===== config.mk =====
export PLATFORM = sky130hd
export DESIGN_NAME = xcvr_top
export DESIGN_NICKNAME = d
export VERILOG_FILES = /design/src/include/xcvr_pkg.sv /design/src/include/xcvr_dir_if.sv /design/src/rtl/xcvr_path.sv /design/src/rtl/xcvr_top.sv
export SDC_FILE = /design/constraint.sdc
export NUM_CORES = 1
export LEC_CHECK = 0
export BUFFER_PORTS_ARGS = -buffer_cell sky130_fd_sc_hd__buf_4
export CORE_UTILIZATION = 45
export CTS_CLUSTER_DIAMETER = 60
export DETAILED_ROUTE_END_ITERATION = 6
export PLACE_DENSITY = 0.8
export SYNTH_ARGS = -nofsm -noshare
export SYNTH_HDL_FRONTEND = slang
export SYNTH_SLANG_ARGS = --single-unit

===== constraint.sdc =====
create_clock -name clk_sys -period 1.6 [get_ports clk_sys]
set_input_delay 0.24 -clock clk_sys [delete_from_list [all_inputs] [get_ports clk_sys]]
set_output_delay 0.24 -clock clk_sys [all_outputs]
set_load 0.02 [all_outputs]

===== src/include/xcvr_pkg.sv =====
/*
 constants for the 18-bit two-way storage transceiver: bus map, field
 positions, reset values and the layout of the sampled pin vector.
 assumes the pins are asynchronous to clk_sys and sampled twice.
*/
//
// Function
// - carry 18 bits each way, no inversion
// - high latch enable makes storage transparent
// - latch low, clock steady: storage holds
// - latch low: capture on clock fall
// - clock rising edges capture nothing
// - latch enable falling freezes the input
// - a-to-b enable high drives side b; here only while CTRL_AB_ALLOW_BIT of the control register is set
// - a-to-b enable low floats side b
// - b-to-a path same, own controls
// - b-to-a enable active low
package xcvr_pkg;
	localparam int DATA_W = 18;
	localparam int ADDR_W = 5;

	localparam logic [4:0] CTRL_OFS = 5'h00;
	localparam logic [4:0] AB_STORE_OFS = 5'h04;
	localparam logic [4:0] BA_STORE_OFS = 5'h08;
	localparam logic [4:0] PIN_STATUS_OFS = 5'h0C;
	localparam logic [4:0] CAPT_CNT_OFS = 5'h10;

	localparam int CTRL_AB_ALLOW_BIT = 0;
	localparam int CTRL_BA_ALLOW_BIT = 1;
	localparam logic [1:0] CTRL_RESET = 2'h3;

	localparam int CNT_W = 16;
	localparam int CNT_BA_LSB = 16;

	localparam int PIN_AB_OE = 0;
	localparam int PIN_BA_OE_N = 1;
	localparam int PIN_AB_LE = 2;
	localparam int PIN_BA_LE = 3;
	localparam int PIN_AB_CLK = 4;
	localparam int PIN_BA_CLK = 5;
	localparam int PIN_CTRL_W = 6;
	localparam int PIN_A_LSB = 6;
	localparam int PIN_B_LSB = 24;
	localparam int PIN_W = 42;
	localparam logic [41:0] PIN_RESET = 42'h00000000002;
endpackage


===== src/include/xcvr_dir_if.sv =====
/*
 one direction of the transceiver: sampled controls and data in,
 stored word and capture pulse out.
 assumes all inputs are already synchronised to clk_sys.
*/
`timescale 1ns/1ps
interface xcvr_dir_if;
	logic le;
	logic clk;
	logic [17:0] din;
	logic [17:0] store;
	logic capture;

	modport path (input le, input clk, input din, output store, output capture);
	modport ctrl (output le, output clk, output din, input store, input capture);
endinterface


===== src/rtl/xcvr_path.sv =====
/*
 storage element of one direction: transparent, latched or clocked on
 the falling edge of the direction clock.
 assumes synchronised inputs; the output enable is handled outside.
*/
`timescale 1ns/1ps
module xcvr_path (
	input wire logic clk_sys,
	input wire logic sys_rst,
	xcvr_dir_if.path dir
);
	logic le_prev_reg;
	logic le_prev_next;
	logic clk_prev_reg;
	logic clk_prev_next;
	logic [17:0] store_reg;
	logic [17:0] store_next;
	logic capture_reg;
	logic capture_next;

	always_comb begin
		le_prev_next = dir.le;
		clk_prev_next = dir.clk;
		store_next = store_reg;
		capture_next = 1'b0;
		if (dir.le) begin
			store_next = dir.din;
		end else if (le_prev_reg) begin
			store_next = dir.din;
			capture_next = 1'b1;
		end else if (clk_prev_reg && !dir.clk) begin
			store_next = dir.din;
			capture_next = 1'b1;
		end
	end

	always_ff @(posedge clk_sys) begin
		if (sys_rst) begin
			le_prev_reg <= 1'b0;
			clk_prev_reg <= 1'b0;
			store_reg <= '0;
			capture_reg <= 1'b0;
		end else begin
			le_prev_reg <= le_prev_next;
			clk_prev_reg <= clk_prev_next;
			store_reg <= store_next;
			capture_reg <= capture_next;
		end
	end

	assign dir.store = store_reg;
	assign dir.capture = capture_reg;
endmodule


===== src/rtl/xcvr_top.sv =====
/*
 18-bit two-way storage transceiver with an avalon-mm register slave.
 assumes pins arrive asynchronously and are sampled twice; the bench
 resolves each data wire from the output and the active-low enable.
*/
`timescale 1ns/1ps
module xcvr_top (
	input wire logic clk_sys,
	input wire logic sys_rst,
	input wire logic a_to_b_output_enable,
	input wire logic b_to_a_output_enable_n,
	input wire logic a_to_b_latch_enable,
	input wire logic b_to_a_latch_enable,
	input wire logic a_to_b_clock,
	input wire logic b_to_a_clock,
	input wire logic [17:0] side_a_data_in,
	output logic [17:0] side_a_data_out,
	output logic side_a_data_oe_n,
	input wire logic [17:0] side_b_data_in,
	output logic [17:0] side_b_data_out,
	output logic side_b_data_oe_n,
	input wire logic [4:0] avs_address,
	input wire logic avs_read,
	input wire logic avs_write,
	input wire logic [31:0] avs_writedata,
	input wire logic [3:0] avs_byteenable,
	output logic [31:0] avs_readdata,
	output logic avs_waitrequest
);
	function automatic logic hit(input logic [4:0] addr, input logic [4:0] ofs);
		hit = (addr == ofs);
	endfunction

	// pin sampling: first stage feeds only the second
	logic [41:0] pin_raw;
	logic [41:0] meta_reg;
	logic [41:0] meta_next;
	logic [41:0] pin_reg;
	logic [41:0] pin_next;

	assign pin_raw = {side_b_data_in, side_a_data_in, b_to_a_clock, a_to_b_clock,
		b_to_a_latch_enable, a_to_b_latch_enable, b_to_a_output_enable_n, a_to_b_output_enable};

	always_comb begin
		meta_next = pin_raw;
		pin_next = meta_reg;
	end

	always_ff @(posedge clk_sys) begin
		if (sys_rst) begin
			meta_reg <= xcvr_pkg::PIN_RESET;
			pin_reg <= xcvr_pkg::PIN_RESET;
		end else begin
			meta_reg <= meta_next;
			pin_reg <= pin_next;
		end
	end

	logic ab_oe_s;
	logic ba_oe_n_s;
	logic [17:0] a_din_s;
	logic [17:0] b_din_s;

	assign ab_oe_s = pin_reg[xcvr_pkg::PIN_AB_OE];
	assign ba_oe_n_s = pin_reg[xcvr_pkg::PIN_BA_OE_N];
	assign a_din_s = pin_reg[xcvr_pkg::PIN_A_LSB +: xcvr_pkg::DATA_W];
	assign b_din_s = pin_reg[xcvr_pkg::PIN_B_LSB +: xcvr_pkg::DATA_W];

	// two directions, same storage element
	xcvr_dir_if ab ();
	xcvr_dir_if ba ();

	assign ab.le = pin_reg[xcvr_pkg::PIN_AB_LE];
	assign ab.clk = pin_reg[xcvr_pkg::PIN_AB_CLK];
	assign ab.din = a_din_s;
	assign ba.le = pin_reg[xcvr_pkg::PIN_BA_LE];
	assign ba.clk = pin_reg[xcvr_pkg::PIN_BA_CLK];
	assign ba.din = b_din_s;

	xcvr_path u_ab (
		.clk_sys(clk_sys),
		.sys_rst(sys_rst),
		.dir(ab)
	);

	xcvr_path u_ba (
		.clk_sys(clk_sys),
		.sys_rst(sys_rst),
		.dir(ba)
	);

	// control register: software gates for each driver
	logic [1:0] ctrl_reg;
	logic [1:0] ctrl_next;

	logic ab_drive;
	logic ba_drive;

	assign ab_drive = ab_oe_s && ctrl_reg[xcvr_pkg::CTRL_AB_ALLOW_BIT];
	assign ba_drive = !ba_oe_n_s && ctrl_reg[xcvr_pkg::CTRL_BA_ALLOW_BIT];

	assign side_b_data_out = ab.store;
	assign side_b_data_oe_n = !ab_drive;
	assign side_a_data_out = ba.store;
	assign side_a_data_oe_n = !ba_drive;

	// capture counters, cleared by a write; a capture in the same cycle still counts one
	logic [15:0] ab_cnt_reg;
	logic [15:0] ab_cnt_next;
	logic [15:0] ba_cnt_reg;
	logic [15:0] ba_cnt_next;

	// bus slave: one wait cycle on every access
	logic ack_reg;
	logic ack_next;
	logic [31:0] rdata_reg;
	logic [31:0] rdata_next;
	logic req;
	logic wr_take;
	logic [31:0] pin_status;

	assign req = avs_read || avs_write;
	assign wr_take = avs_write && ack_reg;
	assign avs_waitrequest = req && !ack_reg;
	assign avs_readdata = rdata_reg;
	assign pin_status = {26'h0000000, pin_reg[xcvr_pkg::PIN_CTRL_W-1:0]};

	always_comb begin
		ack_next = req && !ack_reg;
		rdata_next = rdata_reg;
		if (avs_read && !ack_reg) begin
			rdata_next = '0;
			if (hit(avs_address, xcvr_pkg::CTRL_OFS)) begin
				rdata_next = {30'h00000000, ctrl_reg};
			end else if (hit(avs_address, xcvr_pkg::AB_STORE_OFS)) begin
				rdata_next = {14'h0000, ab.store};
			end else if (hit(avs_address, xcvr_pkg::BA_STORE_OFS)) begin
				rdata_next = {14'h0000, ba.store};
			end else if (hit(avs_address, xcvr_pkg::PIN_STATUS_OFS)) begin
				rdata_next = pin_status;
			end else if (hit(avs_address, xcvr_pkg::CAPT_CNT_OFS)) begin
				rdata_next = {ba_cnt_reg, ab_cnt_reg};
			end
		end
	end

	always_comb begin
		ctrl_next = ctrl_reg;
		ab_cnt_next = ab_cnt_reg + 16'h0001 * ab.capture;
		ba_cnt_next = ba_cnt_reg + 16'h0001 * ba.capture;
		if (wr_take && hit(avs_address, xcvr_pkg::CTRL_OFS) && avs_byteenable[0]) begin
			ctrl_next = avs_writedata[1:0];
		end
		if (wr_take && hit(avs_address, xcvr_pkg::CAPT_CNT_OFS)) begin
			if (avs_byteenable[0] || avs_byteenable[1]) begin
				ab_cnt_next = 16'h0000 + 16'h0001 * ab.capture;
			end
			if (avs_byteenable[2] || avs_byteenable[3]) begin
				ba_cnt_next = 16'h0000 + 16'h0001 * ba.capture;
			end
		end
	end

	always_ff @(posedge clk_sys) begin
		if (sys_rst) begin
			ack_reg <= 1'b0;
			rdata_reg <= '0;
			ctrl_reg <= xcvr_pkg::CTRL_RESET;
			ab_cnt_reg <= '0;
			ba_cnt_reg <= '0;
		end else begin
			ack_reg <= ack_next;
			rdata_reg <= rdata_next;
			ctrl_reg <= ctrl_next;
			ab_cnt_reg <= ab_cnt_next;
			ba_cnt_reg <= ba_cnt_next;
		end
	end

	// checks on the storage paths, drivers and bus slave
	transparent_ab_a: assert property (@(posedge clk_sys) disable iff (sys_rst)
		ab.le |=> ab.store == $past(a_din_s))
		else $error("a-to-b storage not transparent");

	noninvert_ab_a: assert property (@(posedge clk_sys) disable iff (sys_rst)
		ab.le && ab_drive ##1 ab_drive |-> side_b_data_out == $past(a_din_s))
		else $error("side b does not follow side a");

	hold_ab_a: assert property (@(posedge clk_sys) disable iff (sys_rst)
		!ab.le && !$past(ab.le) && !($past(ab.clk) && !ab.clk) |=> $stable(ab.store))
		else $error("a-to-b storage changed while held");

	clock_fall_ab_a: assert property (@(posedge clk_sys) disable iff (sys_rst)
		!ab.le && !$past(ab.le) && $past(ab.clk) && !ab.clk
		|=> ab.store == $past(a_din_s) && ab.capture)
		else $error("a-to-b clock fall did not capture");

	clock_rise_ab_a: assert property (@(posedge clk_sys) disable iff (sys_rst)
		!ab.le && !$past(ab.le) && $rose(ab.clk) |=> $stable(ab.store) && !ab.capture)
		else $error("a-to-b clock rise captured data");

	latch_fall_ab_a: assert property (@(posedge clk_sys) disable iff (sys_rst)
		$fell(ab.le) |=> ab.store == $past(a_din_s) ##1 ($past(ab.le) || $past(ab.clk, 2) && !$past(ab.clk)
		|| $stable(ab.store)))
		else $error("a-to-b latch fall did not freeze input");

	drive_b_a: assert property (@(posedge clk_sys) disable iff (sys_rst)
		ab_oe_s && ctrl_reg[xcvr_pkg::CTRL_AB_ALLOW_BIT]
		|-> !side_b_data_oe_n && side_b_data_out == ab.store)
		else $error("side b not driven from storage");

	float_b_a: assert property (@(posedge clk_sys) disable iff (sys_rst)
		!ab_oe_s |-> side_b_data_oe_n)
		else $error("side b driven while disabled");

	path_ba_a: assert property (@(posedge clk_sys) disable iff (sys_rst)
		(ba.le || !$past(ba.le) && $past(ba.clk) && !ba.clk) |=> ba.store == $past(b_din_s))
		else $error("b-to-a storage missed input");

	polarity_ba_a: assert property (@(posedge clk_sys) disable iff (sys_rst)
		ba_oe_n_s |-> side_a_data_oe_n ##0 (ba_oe_n_s || !ctrl_reg[xcvr_pkg::CTRL_BA_ALLOW_BIT]
		|| !side_a_data_oe_n))
		else $error("b-to-a enable polarity wrong");

	drive_a_a: assert property (@(posedge clk_sys) disable iff (sys_rst)
		!ba_oe_n_s && ctrl_reg[xcvr_pkg::CTRL_BA_ALLOW_BIT]
		|-> !side_a_data_oe_n && side_a_data_out == ba.store)
		else $error("side a not driven while enable low");

	store_offline_a: assert property (@(posedge clk_sys) disable iff (sys_rst)
		!ab_oe_s && !ab.le && !$past(ab.le) && $past(ab.clk) && !ab.clk
		|=> ab.store == $past(a_din_s) && ab.capture ##0 side_b_data_out == ab.store)
		else $error("storage stalled while outputs floated");

	bus_answer_a: assert property (@(posedge clk_sys) disable iff (sys_rst)
		req && !ack_reg |=> !avs_waitrequest)
		else $error("register access not answered in one wait cycle");
endmodule


==> qor.yml <==
drive_gt1_share_pct: 25.18
num_rows: 44
p_sw_uw: 2195
grt_antenna_before_repair: 0
fin_crit_sh_pct: 95.14
sw_frac_of_total_pct: 22.48
cts_buffer_depth: 2
finalClockSkew_ps: 12.21
syn_inst: 683
pwr-share-seq_pct: 51.0
globalRouteMet3Util_pct: 5.092
drt-total-wl_mm: 15.32
place.gp.congestion: 0.8879
violations: "design-rule violations"
post_dp_cell_area_um2: 8243
grt_pass1_vias: 5098
synthTopCellsByArea: "dfxtp_1, nor2b_1, mux2i_1, nor2_1, a21oi_1"
crit_required_ps: 1920
min_path_type: "in -> reg"
fin_area_um2: 8852
drt-wirelength-per-cell_um: 14.99
nets: 917
worst_slew_pin_slew_ps: 444.5
comb_power_share_pct: 6.2
reg2reg_from: "u_ba.dir.capture"
yosys_most_used_dff: "dfxtp_1"
power.total_uw: 9768
path_cells: "ha_1 > nand4_1 > nor4_1 > xnor2_1 > nor2_1"
synthTopCellsByCount: "dfxtp_1, nor2b_1, nor2_1"
io-pin-count: 158
cp.arrival_ps: 1840
r2r_end: "ba_cnt_reg[14]"
core_um2: 14700
synth-seq-cells: 193
clkPwrFrac_pct: 42.7
synth_area_um2: 6833
ir_drop_v: 0.0007169
clk_latency_ps: 430
synthesis.nets: 774
grt.busiest_layer: "met2"
grt_usage_pct: 20.25
diodes: 0
area_delta_synth_final_pct: 29.56
rsz0062_at_grt: "no"
period_minus_slack_ps: 1522
end_kind: "flop"
numCtsBuffers: 17
slowest_stage: "dfxtp_1"
status: "finished with violations"
cts_sinks: 193
worst-path-max-fanout: 4
avgViaCountPerCell: 5.108
first_pass_iters: 7
intPower_uw: 7573
yosys_warnings: 0
die_area_um2: 15680
drt-initial-drc-count: 307
reg2reg_depth: 5
fp.dieH_um: 125.2
cts_tree: "done"
netlist.area_leader.share_pct: 56.55
worst-path-stages: 5
maxCapViolations: 0
dp_cells: 990
synthArstFlopShare_pct: 0
synth.distinct_cells: 43
synth_area_per_cell_um2: 10.00
r2r_slack_ps: 80
grt_max_degree: 58
grt_pass1_wl_mm: 24.80
die_w_um: 125.2
synth_edf_count: 0
crit_buf_inv: 0
cts_root_buf: "clkbuf_16"
met2_usage_pct: 34.24
hold_start: "side_a_data_in[10]"
p_leak_uw: 0.003771
place_hpwl_mm: 10.84
drc: 12
max_stage_delay_ps: 390
critPathCapture: "ba_cnt_reg[14]"
hold_viol: 0
power_density_nw_per_um2: 1103
grt_overflow_total: 0
ctsHtreeMaxLevel: 4
critPathLaunchType: "flop"
vias: 5220
portBuffers: 127
use_met1_pct: 23.94
slew_headroom_pct: 70.36
initial_core_util_pct: 46.48
instances_no_fill: 1022
crit_type: "reg -> reg"
ys_seq_area_share_pct: 56.55
synth.most_common_cell: "dfxtp_1"
cp_top_family: "simple AND/OR/NAND/NOR gates"
synth.largest_area_cell: "dfxtp_1"
setup_violations: 0
cts_setup_buffers: 0
fmax_mhz: 656.9
cts.clk_slew.worst_paths_ps: 70
ant_nets: 0
setup.worst_path.start: "u_ba.dir.capture"
final_max_slew_viol_count: 0
whs_ps: 14.79
-- through the flow --
stage,setup TNS (ps),worst slack [ps],utilization [%]
floorplan,0,60.02,-
global placement,-1684,-121.1,56.08
detailed placement,-1213,-132.6,56.08
CTS,0,8.122,60.13
global route,0,19.15,60.22
finish,0,77.70,60.22
-- what timing repair did --
item                                    in CTS  in global routing
endpoints found under the setup margin       1                  2
pin swaps                                    0                  0
endpoints found under the hold margin        1                  0
gates resized for setup                      1                  6
hold buffers                                 1                  0
-- placed cells by master, fill, tap and decap left out, drive strengths merged, types with 11 or more instances in the layout --
| master | instances |
|---|---|
| a21oi | 28 |
| a22oi | 12 |
| a2bb2oi | 11 |
| buf | 169 |
| clkbuf | 19 |
| dfxtp | 193 |
| inv | 11 |
| mux2i | 38 |
| nand2 | 36 |
| nand3 | 25 |
| nand4 | 11 |
| nor2 | 73 |
| nor2b | 88 |
| o22ai | 11 |
| xor2 | 16 |
-- power by group through the flow --
stage	Combinational [uW]	Sequential (uW)	Clock (uW)
floorplan	310	5100	0
global placement	600	5090	0
detailed placement	608	5090	0
CTS	614	4990	4250
global route	665	5000	4450
finish	610	4980	4170
-- logic make-up (layout without fill, tap and decap cells) --
group	count (synthesis)	count (layout)	share of synthesized area (%)
flip-flops	193	193	56.55
XOR/XNOR	26	26	3.333
adder cells (fa/ha/maj)	4	4	0.7325
multiplexers	38	38	5.567
buffers and inverters	52	207	3.131
AO/OA/AOI/OAI	93	93	9.394
AND/OR/NAND/NOR	277	277	21.30
-- worst min path at each step --
stage | to | cells past startpoint
5_1_grt | meta_reg[9] | 2
3_3_place_gp | pin_reg[1] | 1
2_1_floorplan | meta_reg[1] | 1
4_1_cts | meta_reg[22] | 2
6_report | meta_reg[16] | 2
3_5_place_dp | pin_reg[1] | 1
-- routing by layer --
metal	up-vias	part of all wire, %
met5	-	0
met4	0	3.2
met3	30	6.1
met2	169	48
met1	2416	43
li1	2605	-
-- cell type report --
cell class	count	area (um^2)
sequential	193	3870
clock buffer	19	432.9
fill	1233	5847
clock inverter	12	151.4
tap	184	230.2
timing repair buffer	170	1354
inverter	6	22.52
multi-input combinational	438	2791
(Power assumes the default switching activity.)
